==> src/ctt_regs.svh <==
`ifndef CTT_REGS_SVH
`define CTT_REGS_SVH
// Summary of operation
// - Mode selector takes 0 to 3 and resets to 1.
// - A new mode becomes active only at the next power-on load.
// - Mode 0 switches the second axis off, leaving a single axis.
// - Mode 1 is setpoint operation: speed, torque or torque reduction.
// - Mode 2 is external position reference, deprecated, not relied upon.
// - Mode 3 is positioning with stored traversing blocks.
// - Positioning blocks are freely configurable by software.
// - Current loop period is 2 to 4 base ticks, default 4, at power-on.
// - Speed loop period is 2 to 16 base ticks, default 4, at power-on.
// - Position loop period is 32 to 128 ticks, default 32, at power-on.
// - Interpolation period is 64 to 640 ticks, default 128, at power-on.
// - All loop periods are whole counts of a 31.25 us base tick.
// - Two active axes share identical period settings for every loop.
// - Two axes in positioning reject a 62.5 us current period.
// - The high resolution board variant permits that 62.5 us period.
// - Speed loop period is never shorter than current loop period.
// - Two active axes reject a 62.5 us speed loop period.
// - Position loop period is a whole multiple of speed loop period.
// - Interpolation period is a whole multiple of position period.

// Register byte offsets.
`define CTT_OFS_MODE   6'h00
`define CTT_OFS_CUR    6'h04
`define CTT_OFS_SPD    6'h08
`define CTT_OFS_POS    6'h0c
`define CTT_OFS_IPO    6'h10
`define CTT_OFS_CTRL   6'h14
`define CTT_OFS_STAT   6'h18
`define CTT_OFS_CMD    6'h1c

// Mode values, reset values and legal ranges.
`define CTT_MODE_RST    16'h0001
`define CTT_MODE_MAX    16'h0003
`define CTT_MODE_SINGLE 2'h0
`define CTT_MODE_SETPT  2'h1
`define CTT_MODE_EXTPOS 2'h2
`define CTT_MODE_POSN   2'h3
`define CTT_CUR_RST     16'h0004
`define CTT_CUR_MIN     16'h0002
`define CTT_CUR_MAX     16'h0004
`define CTT_SPD_RST     16'h0004
`define CTT_SPD_MIN     16'h0002
`define CTT_SPD_MAX     16'h0010
`define CTT_POS_RST     16'h0020
`define CTT_POS_MIN     16'h0020
`define CTT_POS_MAX     16'h0080
`define CTT_IPO_RST     16'h0080
`define CTT_IPO_MIN     16'h0040
`define CTT_IPO_MAX     16'h0280
`define CTT_FAST_PERIOD 16'h0002

// Base tick time and its length in clock cycles.
`define CTT_BASE_TICK_US 31.25
`define CTT_CLK_MHZ      100
`define CTT_BASE_CYCLES  (`CTT_BASE_TICK_US * `CTT_CLK_MHZ)

// Control, command and status bit positions.
`define CTT_CTRL_COMM    0
`define CTT_CMD_RECALC   0
`define CTT_ST_MODE_LSB  0
`define CTT_ST_TWO_AXIS  2
`define CTT_ST_REJECT    3
`define CTT_ST_DEPREC    4
`define CTT_ST_WHY_LSB   8
`define CTT_WHY_CUR      0
`define CTT_WHY_SPD      1
`define CTT_WHY_POS      2
`define CTT_WHY_IPO      3
`define CTT_WHY_ORDER    4
`define CTT_WHY_POS_MUL  5
`define CTT_WHY_IPO_MUL  6
`define CTT_WHY_AXES     7
`endif

==> src/ctt_pkg.sv <==
`default_nettype none
package ctt_pkg;

    typedef enum logic {CTT_BUS_IDLE, CTT_BUS_ANSWER} ctt_bus_e;

    typedef struct packed {
        logic [15:0] cnt;
        logic        tick;
    } ctt_div_s;

    typedef struct packed {
        ctt_bus_e    bus;
        logic        waitreq;
        logic [31:0] rdata;
        logic [15:0] mode;
        logic [15:0] cur;
        logic [15:0] spd;
        logic [15:0] pos;
        logic [15:0] ipo;
        logic        comm_en;
        logic        recalc;
        logic [1:0]  act_mode;
        logic [15:0] a_cur;
        logic [15:0] a_spd;
        logic [15:0] a_pos;
        logic [15:0] a_ipo;
        logic        two_axis;
        logic        hres_act;
        logic        reject;
        logic [7:0]  why;
        logic        comm_out;
        logic [1:0]  dual_sync;
        logic [1:0]  hres_sync;
        logic [2:0]  load_sync;
        logic [15:0] base_cnt;
        logic        base_tick;
        logic        restart;
    } ctt_state_s;

endpackage
`default_nettype wire

==> src/ctt_loop_div.sv <==
`default_nettype none
module ctt_loop_div (
    input  wire logic        clock,
    input  wire logic        nrst,
    input  wire logic        ce,
    input  wire logic        base_tick,
    input  wire logic        restart,
    input  wire logic [15:0] period,
    output logic             tick
);

    ctt_pkg::ctt_div_s s;
    ctt_pkg::ctt_div_s next_s;

    // Counts base ticks; a restart lines every divider up on the same edge.
    always_comb begin
        next_s = s;
        next_s.tick = 1'b0;
        if (restart) begin
            next_s.cnt = 16'h0000;
        end else if (base_tick) begin
            if (s.cnt >= period - 16'h0001) begin
                next_s.cnt = 16'h0000;
                next_s.tick = 1'b1;
            end else begin
                next_s.cnt = s.cnt + 16'h0001;
            end
        end
    end

    // State register, frozen while the clock enable is low.
    always_ff @(posedge clock) begin
        if (!nrst) begin
            s <= '0;
        end else if (ce) begin
            s <= next_s;
        end
    end

    assign tick = s.tick;

endmodule
`default_nettype wire

==> src/ctt_timebase.sv <==
// Added by the designer: the placing of the registers and the Avalon-MM register port.
`default_nettype none
`include "ctt_regs.svh"
module ctt_timebase #(
    parameter int BASE_CYCLES = int'(`CTT_BASE_CYCLES)
) (
    input  wire logic        clock,
    input  wire logic        nrst,
    input  wire logic        ce,
    input  wire logic [5:0]  avs_address,
    input  wire logic        avs_read,
    input  wire logic        avs_write,
    input  wire logic [3:0]  avs_byteenable,
    input  wire logic [31:0] avs_writedata,
    output logic [31:0]      avs_readdata,
    output logic             avs_waitrequest,
    input  wire logic        dual_axis_board,
    input  wire logic        high_resolution_board_variant,
    input  wire logic        power_on_load,
    output logic [1:0]       active_mode,
    output logic             second_axis_active,
    output logic             second_drive_comm_enable,
    output logic             recalc_controller_data_cmd,
    output logic             config_rejected,
    output logic             tick_current,
    output logic             tick_speed,
    output logic             tick_position,
    output logic             tick_interp
);

    localparam logic [15:0] BASE_LAST = 16'(BASE_CYCLES - 1);

    ctt_pkg::ctt_state_s s;
    ctt_pkg::ctt_state_s next_s;
    logic                load_go;
    logic                dual;
    logic [7:0]          why_now;
    logic [3:0]          ticks;
    logic [3:0][15:0]    periods;

    // Merges the two low byte lanes into a 16-bit register.
    function automatic logic [15:0] be_merge(
        input logic [15:0] old,
        input logic [31:0] wd,
        input logic [3:0]  be
    );
        logic [15:0] r;
        r = old;
        if (be[0]) begin
            r[7:0] = wd[7:0];
        end
        if (be[1]) begin
            r[15:8] = wd[15:8];
        end
        return r;
    endfunction

    // Checks a period set; each set bit names one broken restriction.
    function automatic logic [7:0] period_check(
        input logic [15:0] cur,
        input logic [15:0] spd,
        input logic [15:0] pos,
        input logic [15:0] ipo,
        input logic        two,
        input logic        posn,
        input logic        hres
    );
        logic [7:0] w;
        w = 8'h00;
        w[`CTT_WHY_CUR] = cur < `CTT_CUR_MIN || cur > `CTT_CUR_MAX;
        w[`CTT_WHY_SPD] = spd < `CTT_SPD_MIN || spd > `CTT_SPD_MAX;
        w[`CTT_WHY_POS] = pos < `CTT_POS_MIN || pos > `CTT_POS_MAX;
        w[`CTT_WHY_IPO] = ipo < `CTT_IPO_MIN || ipo > `CTT_IPO_MAX;
        w[`CTT_WHY_ORDER] = spd < cur;
        // Division only happens when the divisor is in range, never by zero.
        if (!w[`CTT_WHY_SPD] && !w[`CTT_WHY_POS]) begin
            w[`CTT_WHY_POS_MUL] = (pos % spd) != 16'h0000;
        end
        if (!w[`CTT_WHY_POS] && !w[`CTT_WHY_IPO]) begin
            w[`CTT_WHY_IPO_MUL] = (ipo % pos) != 16'h0000;
        end
        // Two axes load the CPU twice, so the fastest speed cycle is barred, and the fastest current cycle in positioning without high resolution.
        if (two && spd == `CTT_FAST_PERIOD) begin
            w[`CTT_WHY_AXES] = 1'b1;
        end
        if (two && posn && !hres && cur == `CTT_FAST_PERIOD) begin
            w[`CTT_WHY_AXES] = 1'b1;
        end
        return w;
    endfunction

    // Read multiplexer; unmapped addresses read as zero.
    function automatic logic [31:0] read_mux(
        input ctt_pkg::ctt_state_s st,
        input logic [5:0]          a
    );
        logic [31:0] r;
        r = 32'h0000_0000;
        if (a[5:2] == `CTT_OFS_MODE >> 2) begin
            r[15:0] = st.mode;
        end else if (a[5:2] == `CTT_OFS_CUR >> 2) begin
            r[15:0] = st.cur;
        end else if (a[5:2] == `CTT_OFS_SPD >> 2) begin
            r[15:0] = st.spd;
        end else if (a[5:2] == `CTT_OFS_POS >> 2) begin
            r[15:0] = st.pos;
        end else if (a[5:2] == `CTT_OFS_IPO >> 2) begin
            r[15:0] = st.ipo;
        end else if (a[5:2] == `CTT_OFS_CTRL >> 2) begin
            r[`CTT_CTRL_COMM] = st.comm_en;
        end else if (a[5:2] == `CTT_OFS_STAT >> 2) begin
            r[`CTT_ST_MODE_LSB +: 2] = st.act_mode;
            r[`CTT_ST_TWO_AXIS] = st.two_axis;
            r[`CTT_ST_REJECT] = st.reject;
            r[`CTT_ST_DEPREC] = st.act_mode == `CTT_MODE_EXTPOS;
            r[`CTT_ST_WHY_LSB +: 8] = st.why;
        end
        return r;
    endfunction

    // Second synchroniser stages, plus the third load stage for edge detection; the first stages feed nothing else.
    assign dual = s.dual_sync[1];
    assign load_go = s.load_sync[1] & ~s.load_sync[2];
    assign why_now = period_check(s.cur, s.spd, s.pos, s.ipo,
                                  dual && s.mode != 16'h0000,
                                  s.mode[1:0] == `CTT_MODE_POSN,
                                  s.hres_sync[1]);

    // Next-state logic for bus, staged settings, active settings and ticks.
    always_comb begin
        next_s = s;
        next_s.recalc = 1'b0;
        next_s.restart = 1'b0;
        next_s.dual_sync = {s.dual_sync[0], dual_axis_board};
        next_s.hres_sync = {s.hres_sync[0], high_resolution_board_variant};
        next_s.load_sync = {s.load_sync[1:0], power_on_load};
        // One shared base counter drives every loop divider.
        if (s.base_cnt >= BASE_LAST) begin
            next_s.base_cnt = 16'h0000;
            next_s.base_tick = 1'b1;
        end else begin
            next_s.base_cnt = s.base_cnt + 16'h0001;
            next_s.base_tick = 1'b0;
        end
        // One wait cycle: answer prepared first, committed on the next edge.
        case (s.bus)
            ctt_pkg::CTT_BUS_IDLE: begin
                if (avs_read || avs_write) begin
                    next_s.bus = ctt_pkg::CTT_BUS_ANSWER;
                    next_s.waitreq = 1'b0;
                    next_s.rdata = avs_read ? read_mux(s, avs_address)
                                            : 32'h0000_0000;
                end
            end
            ctt_pkg::CTT_BUS_ANSWER: begin
                next_s.bus = ctt_pkg::CTT_BUS_IDLE;
                next_s.waitreq = 1'b1;
                if (avs_write) begin
                    if (avs_address[5:2] == `CTT_OFS_MODE >> 2) begin
                        // Out-of-range mode values are dropped whole.
                        if (be_merge(s.mode, avs_writedata, avs_byteenable)
                            <= `CTT_MODE_MAX) begin
                            next_s.mode = be_merge(s.mode, avs_writedata,
                                                   avs_byteenable);
                        end
                    end else if (avs_address[5:2] == `CTT_OFS_CUR >> 2) begin
                        next_s.cur = be_merge(s.cur, avs_writedata,
                                              avs_byteenable);
                    end else if (avs_address[5:2] == `CTT_OFS_SPD >> 2) begin
                        next_s.spd = be_merge(s.spd, avs_writedata,
                                              avs_byteenable);
                    end else if (avs_address[5:2] == `CTT_OFS_POS >> 2) begin
                        next_s.pos = be_merge(s.pos, avs_writedata,
                                              avs_byteenable);
                    end else if (avs_address[5:2] == `CTT_OFS_IPO >> 2) begin
                        next_s.ipo = be_merge(s.ipo, avs_writedata,
                                              avs_byteenable);
                    end else if (avs_address[5:2] == `CTT_OFS_CTRL >> 2) begin
                        if (avs_byteenable[0]) begin
                            next_s.comm_en = avs_writedata[`CTT_CTRL_COMM];
                        end
                    end else if (avs_address[5:2] == `CTT_OFS_CMD >> 2) begin
                        if (avs_byteenable[0]) begin
                            next_s.recalc = avs_writedata[`CTT_CMD_RECALC];
                        end
                    end
                end
            end
            default: begin
                next_s.bus = ctt_pkg::CTT_BUS_IDLE;
                next_s.waitreq = 1'b1;
            end
        endcase
        // The active set changes only at a power-on load, never in between.
        if (load_go) begin
            next_s.act_mode = s.mode[1:0];
            next_s.two_axis = dual && s.mode != 16'h0000;
            next_s.hres_act = s.hres_sync[1];
            next_s.why = why_now;
            next_s.reject = why_now != 8'h00;
            // One period set serves both axes, so they can never differ.
            if (why_now == 8'h00) begin
                next_s.a_cur = s.cur;
                next_s.a_spd = s.spd;
                next_s.a_pos = s.pos;
                next_s.a_ipo = s.ipo;
            end else begin
                next_s.a_cur = `CTT_CUR_RST;
                next_s.a_spd = `CTT_SPD_RST;
                next_s.a_pos = `CTT_POS_RST;
                next_s.a_ipo = `CTT_IPO_RST;
            end
            next_s.base_cnt = 16'h0000;
            next_s.base_tick = 1'b0;
            next_s.restart = 1'b1;
        end
        // An inactive second axis is kept silent here by gating comm_en with two_axis.
        next_s.comm_out = s.two_axis & s.comm_en;
    end

    // State register with synchronous power-on defaults.
    always_ff @(posedge clock) begin
        if (!nrst) begin
            s <= '{bus: ctt_pkg::CTT_BUS_IDLE, waitreq: 1'b1,
                   mode: `CTT_MODE_RST, cur: `CTT_CUR_RST,
                   spd: `CTT_SPD_RST, pos: `CTT_POS_RST,
                   ipo: `CTT_IPO_RST, comm_en: 1'b1,
                   act_mode: `CTT_MODE_SETPT, a_cur: `CTT_CUR_RST,
                   a_spd: `CTT_SPD_RST, a_pos: `CTT_POS_RST,
                   a_ipo: `CTT_IPO_RST, default: '0};
        end else if (ce) begin
            s <= next_s;
        end
    end

    // Four dividers, listed slowest first, index 0 the fastest.
    assign periods = {s.a_ipo, s.a_pos, s.a_spd, s.a_cur};
    generate
        for (genvar i = 0; i < 4; i++) begin : g_div
            ctt_loop_div u_div (
                .clock     (clock),
                .nrst      (nrst),
                .ce        (ce),
                .base_tick (s.base_tick),
                .restart   (s.restart),
                .period    (periods[i]),
                .tick      (ticks[i])
            );
        end
    endgenerate

    // Outputs come straight from flip-flops.
    assign avs_readdata = s.rdata;
    assign avs_waitrequest = s.waitreq;
    assign active_mode = s.act_mode;
    assign second_axis_active = s.two_axis;
    assign second_drive_comm_enable = s.comm_out;
    assign recalc_controller_data_cmd = s.recalc;
    assign config_rejected = s.reject;
    assign tick_current = ticks[0];
    assign tick_speed = ticks[1];
    assign tick_position = ticks[2];
    assign tick_interp = ticks[3];
endmodule
`default_nettype wire

==> config.mk <==
export PLATFORM = sky130hd
export DESIGN_NAME = ctt_timebase
export DESIGN_NICKNAME = d
export VERILOG_FILES = /design/src/ctt_pkg.sv /design/src/ctt_loop_div.sv /design/src/ctt_timebase.sv
export VERILOG_INCLUDE_DIRS = /design/src
export SDC_FILE = /design/constraint.sdc
export NUM_CORES = 2
export LEC_CHECK = 0
export BUFFER_PORTS_ARGS = -buffer_cell sky130_fd_sc_hd__clkbuf_2
export CAP_MARGIN = 10
export CORE_MARGIN = 10
export CORE_UTILIZATION = 50
export DETAILED_ROUTE_END_ITERATION = 12
export PLACE_DENSITY = 0.77
export SYNTH_ARGS = -nofsm -noshare
export SYNTH_HDL_FRONTEND = slang
export SYNTH_SLANG_ARGS = --single-unit
export TNS_END_PERCENT = 10
==> constraint.sdc <==
create_clock -name clock -period 36.6 [get_ports clock]
set_input_delay 7.32 -clock clock [delete_from_list [all_inputs] [get_ports clock]]
set_output_delay 7.32 -clock clock [all_outputs]
set_load 0.05 [all_outputs]
==> results.json <==
{
  "status": "finished, final reports clean",
  "drv_slew": 0,
  "synthFlopType": "dfxtp_1",
  "netlist.area_leader.share_pct": 18.3,
  "fin_crit_sh_pct": 93.7,
  "layout_commonest_cell": "nor2_1",
  "rows": 89,
  "grt-ovfl-total": 0,
  "gr-usage-all-layers_pct": 24.9,
  "cp_slowest_cell": "a211oi_1",
  "dr.pass1.iters": 7,
  "initial_core_util_pct": 50.3,
  "whs_path_depth": 2,
  "antenna_found_initial": 6,
  "yosysSeqAreaShare_pct": 18.3,
  "finalSetupTns_ns": 0,
  "yosysTopAreaCell": "dfxtp_1",
  "num_vias": 30200,
  "reg2reg_depth": 111,
  "cts_setup_buffers": 0,
  "finalClockSkew_ns": 0.0104,
  "io_buffer_count": 56,
  "netlist_area_sq_mm": 0.0296,
  "clk_pin_slew_worst_paths_ns": 0.06,
  "max_cap_viol_count": 0,
  "crit_path_max_incr_delay_ns": 0.81,
  "async_flop_share_pct": 0,
  "rsz0062_at_grt": "false",
  "fp.coreArea_sq_mm": 0.0588,
  "endpoint_kind": "flip-flop",
  "grt_max_degree": 93,
  "yosys-top-cells-area": "dfxtp_1 18%, ha_1 15%, a21oi_1 5.6%",
  "cts_hold_buf": 0,
  "antenna_violating_nets_post_route": 0,
  "dpl.hpwl_mm": 70.3,
  "place_inst": 4618,
  "crit_fanout": 21,
  "crit_top_cell": "ha_1",
  "syn_area_per_cell_sq_um": 7.56,
  "clockBufferDepth": 3,
  "clkLatencyLatePin_ns": 0.57,
  "finalSetupViolCount": 0,
  "clkSinkCount": 270,
  "criticalPathCategory": "flip-flop to flip-flop",
  "grt_pass1_wl_mm": 145,
  "syn2layout_area_growth_pct": 6.10,
  "required_ns": 37.05,
  "cts_tree": "built",
  "ys_seq_elements": 270,
  "die_x_um": 263,
  "final_nets": 4291,
  "arrival_ns": 34.76,
  "post_cts_resize_count": 0,
  "gp_congestion": 1.01,
  "postSynthCellCount": 3913,
  "drive_above_1_share_pct": 7.11,
  "final_core_util_pct": 53.4,
  "max_freq_ghz": 0.0291,
  "fp.dieArea_sq_mm": 0.0693,
  "critPathLaunchType": "flip-flop",
  "drt_iter0_drc": 3429,
  "die_y_um": 263,
  "yosysUniqueCellTypes": 108,
  "synth-edff-count": 0,
  "wl_per_cell_um": 19.8,
  "remaining_drc_errors": 0,
  "cts-htree-levels": 1,
  "vias_per_cell": 6.47,
  "grt_pass1_vias": 27100,
  "totalWireLength_mm": 92.7,
  "cts-buffers-inserted": 28,
  "ys_warn_count": 0,
  "cts_root_buf": "clkbuf_16",
  "period_needed_ns": 34.31,
  "hp-class": "flip-flop to flip-flop",
  "layout.cells.non_filler": 4674,
  "relSlewSlack_pct": 16.3,
  "ios": 93,
  "final_cell_mix": "384 x nor2_1, 364 x ha_1, 336 x nand2_1",
  "worstMarginPinSlew_ns": 1.24,
  "hold_viol": 0
}
## per-layer routing
layer,GRT usage (%),wire [um]
met1,33.9,40500
met5,0,27
met3,3.61,8400
met2,38.8,39900
met4,9.85,3960
## logic make-up (layout without fill, tap and decap cells)
| logic type | after synthesis | after routing | synth area share, % |
|---|---|---|---|
| compound gates | 1245 | 1245 | 28.7 |
| xor+xnor | 209 | 209 | 6.19 |
| fa+ha+maj | 366 | 366 | 15.5 |
| buf+inv | 352 | 320 | 5.11 |
| flops | 270 | 270 | 18.3 |
| mux | 92 | 92 | 3.21 |
| other cells | 1 | 21 | 0.0127 |
| simple gates | 1378 | 1378 | 22.9 |
## stage by stage
stage | area (sq um) | setup slack (ns) | hold WS [ns]
floorplan | 29600 | 7.95 | 0.427
global placement | 30400 | 3.49 | 0.434
detailed placement | 30400 | 3.30 | 0.443
CTS | 31400 | 3.22 | 0.451
global route | 31400 | 0.359 | 0.478
finish | 31400 | 2.29 | 0.451
## registers in the layout (all words and copies together) (netlist names)
signal / count
periods: 64
recalc_controller_data_cmd: 1
second_drive_comm_enable: 1
config_rejected: 1
g_div.u_div.tick: 4
g_div.u_div.s: 64
active_mode: 2
avs_waitrequest: 1
s: 110
next_s: 4
avs_readdata: 16
dual: 1
second_axis_active: 1
## worst paths after layout
check	startpoint	endpoint	slack, ns
max	s[146]	periods[37]	2.29
min	s[32]	s[32]	0.45
max reg2reg	s[146]	periods[37]	2.29
min reg2reg	s[32]	s[32]	0.45
## cells in the mapped netlist, types with 79 or more instances
cell and n:
nor2_1 384, inv_1 159, xor2_1 83, xnor2_1 126, o21ai_0 188, nand2_1 336, nor3_1 101, ha_1 364
dfxtp_1 270, a21o_1 108, nand3_1 80, a21oi_1 330, a31oi_1 79, clkbuf_1 135, and3_1 100
## worst max-delay path, delay by kind of cell, from the launching register on
kind	cells	cell delay [ns]
buf+inv	9	1.13
simple gates	25	6.90
fa+ha+maj	15	4.87
compound gates	58	19.10
mux	4	1.74
flops	1	0.42
## area by class of cell
type,instances,area [sq um]
repair buffers,109,678
flip-flops and latches,270,5410
diodes,5,12.5
clock buffers,38,788
well taps,773,967
inverters,160,603
multi-input cells,3306,22700
clock inverters,13,176
fillers,5640,27400
Power is not shown: default switching activity piles up to over one toggle a cycle in this logic, so the estimate is an artifact.
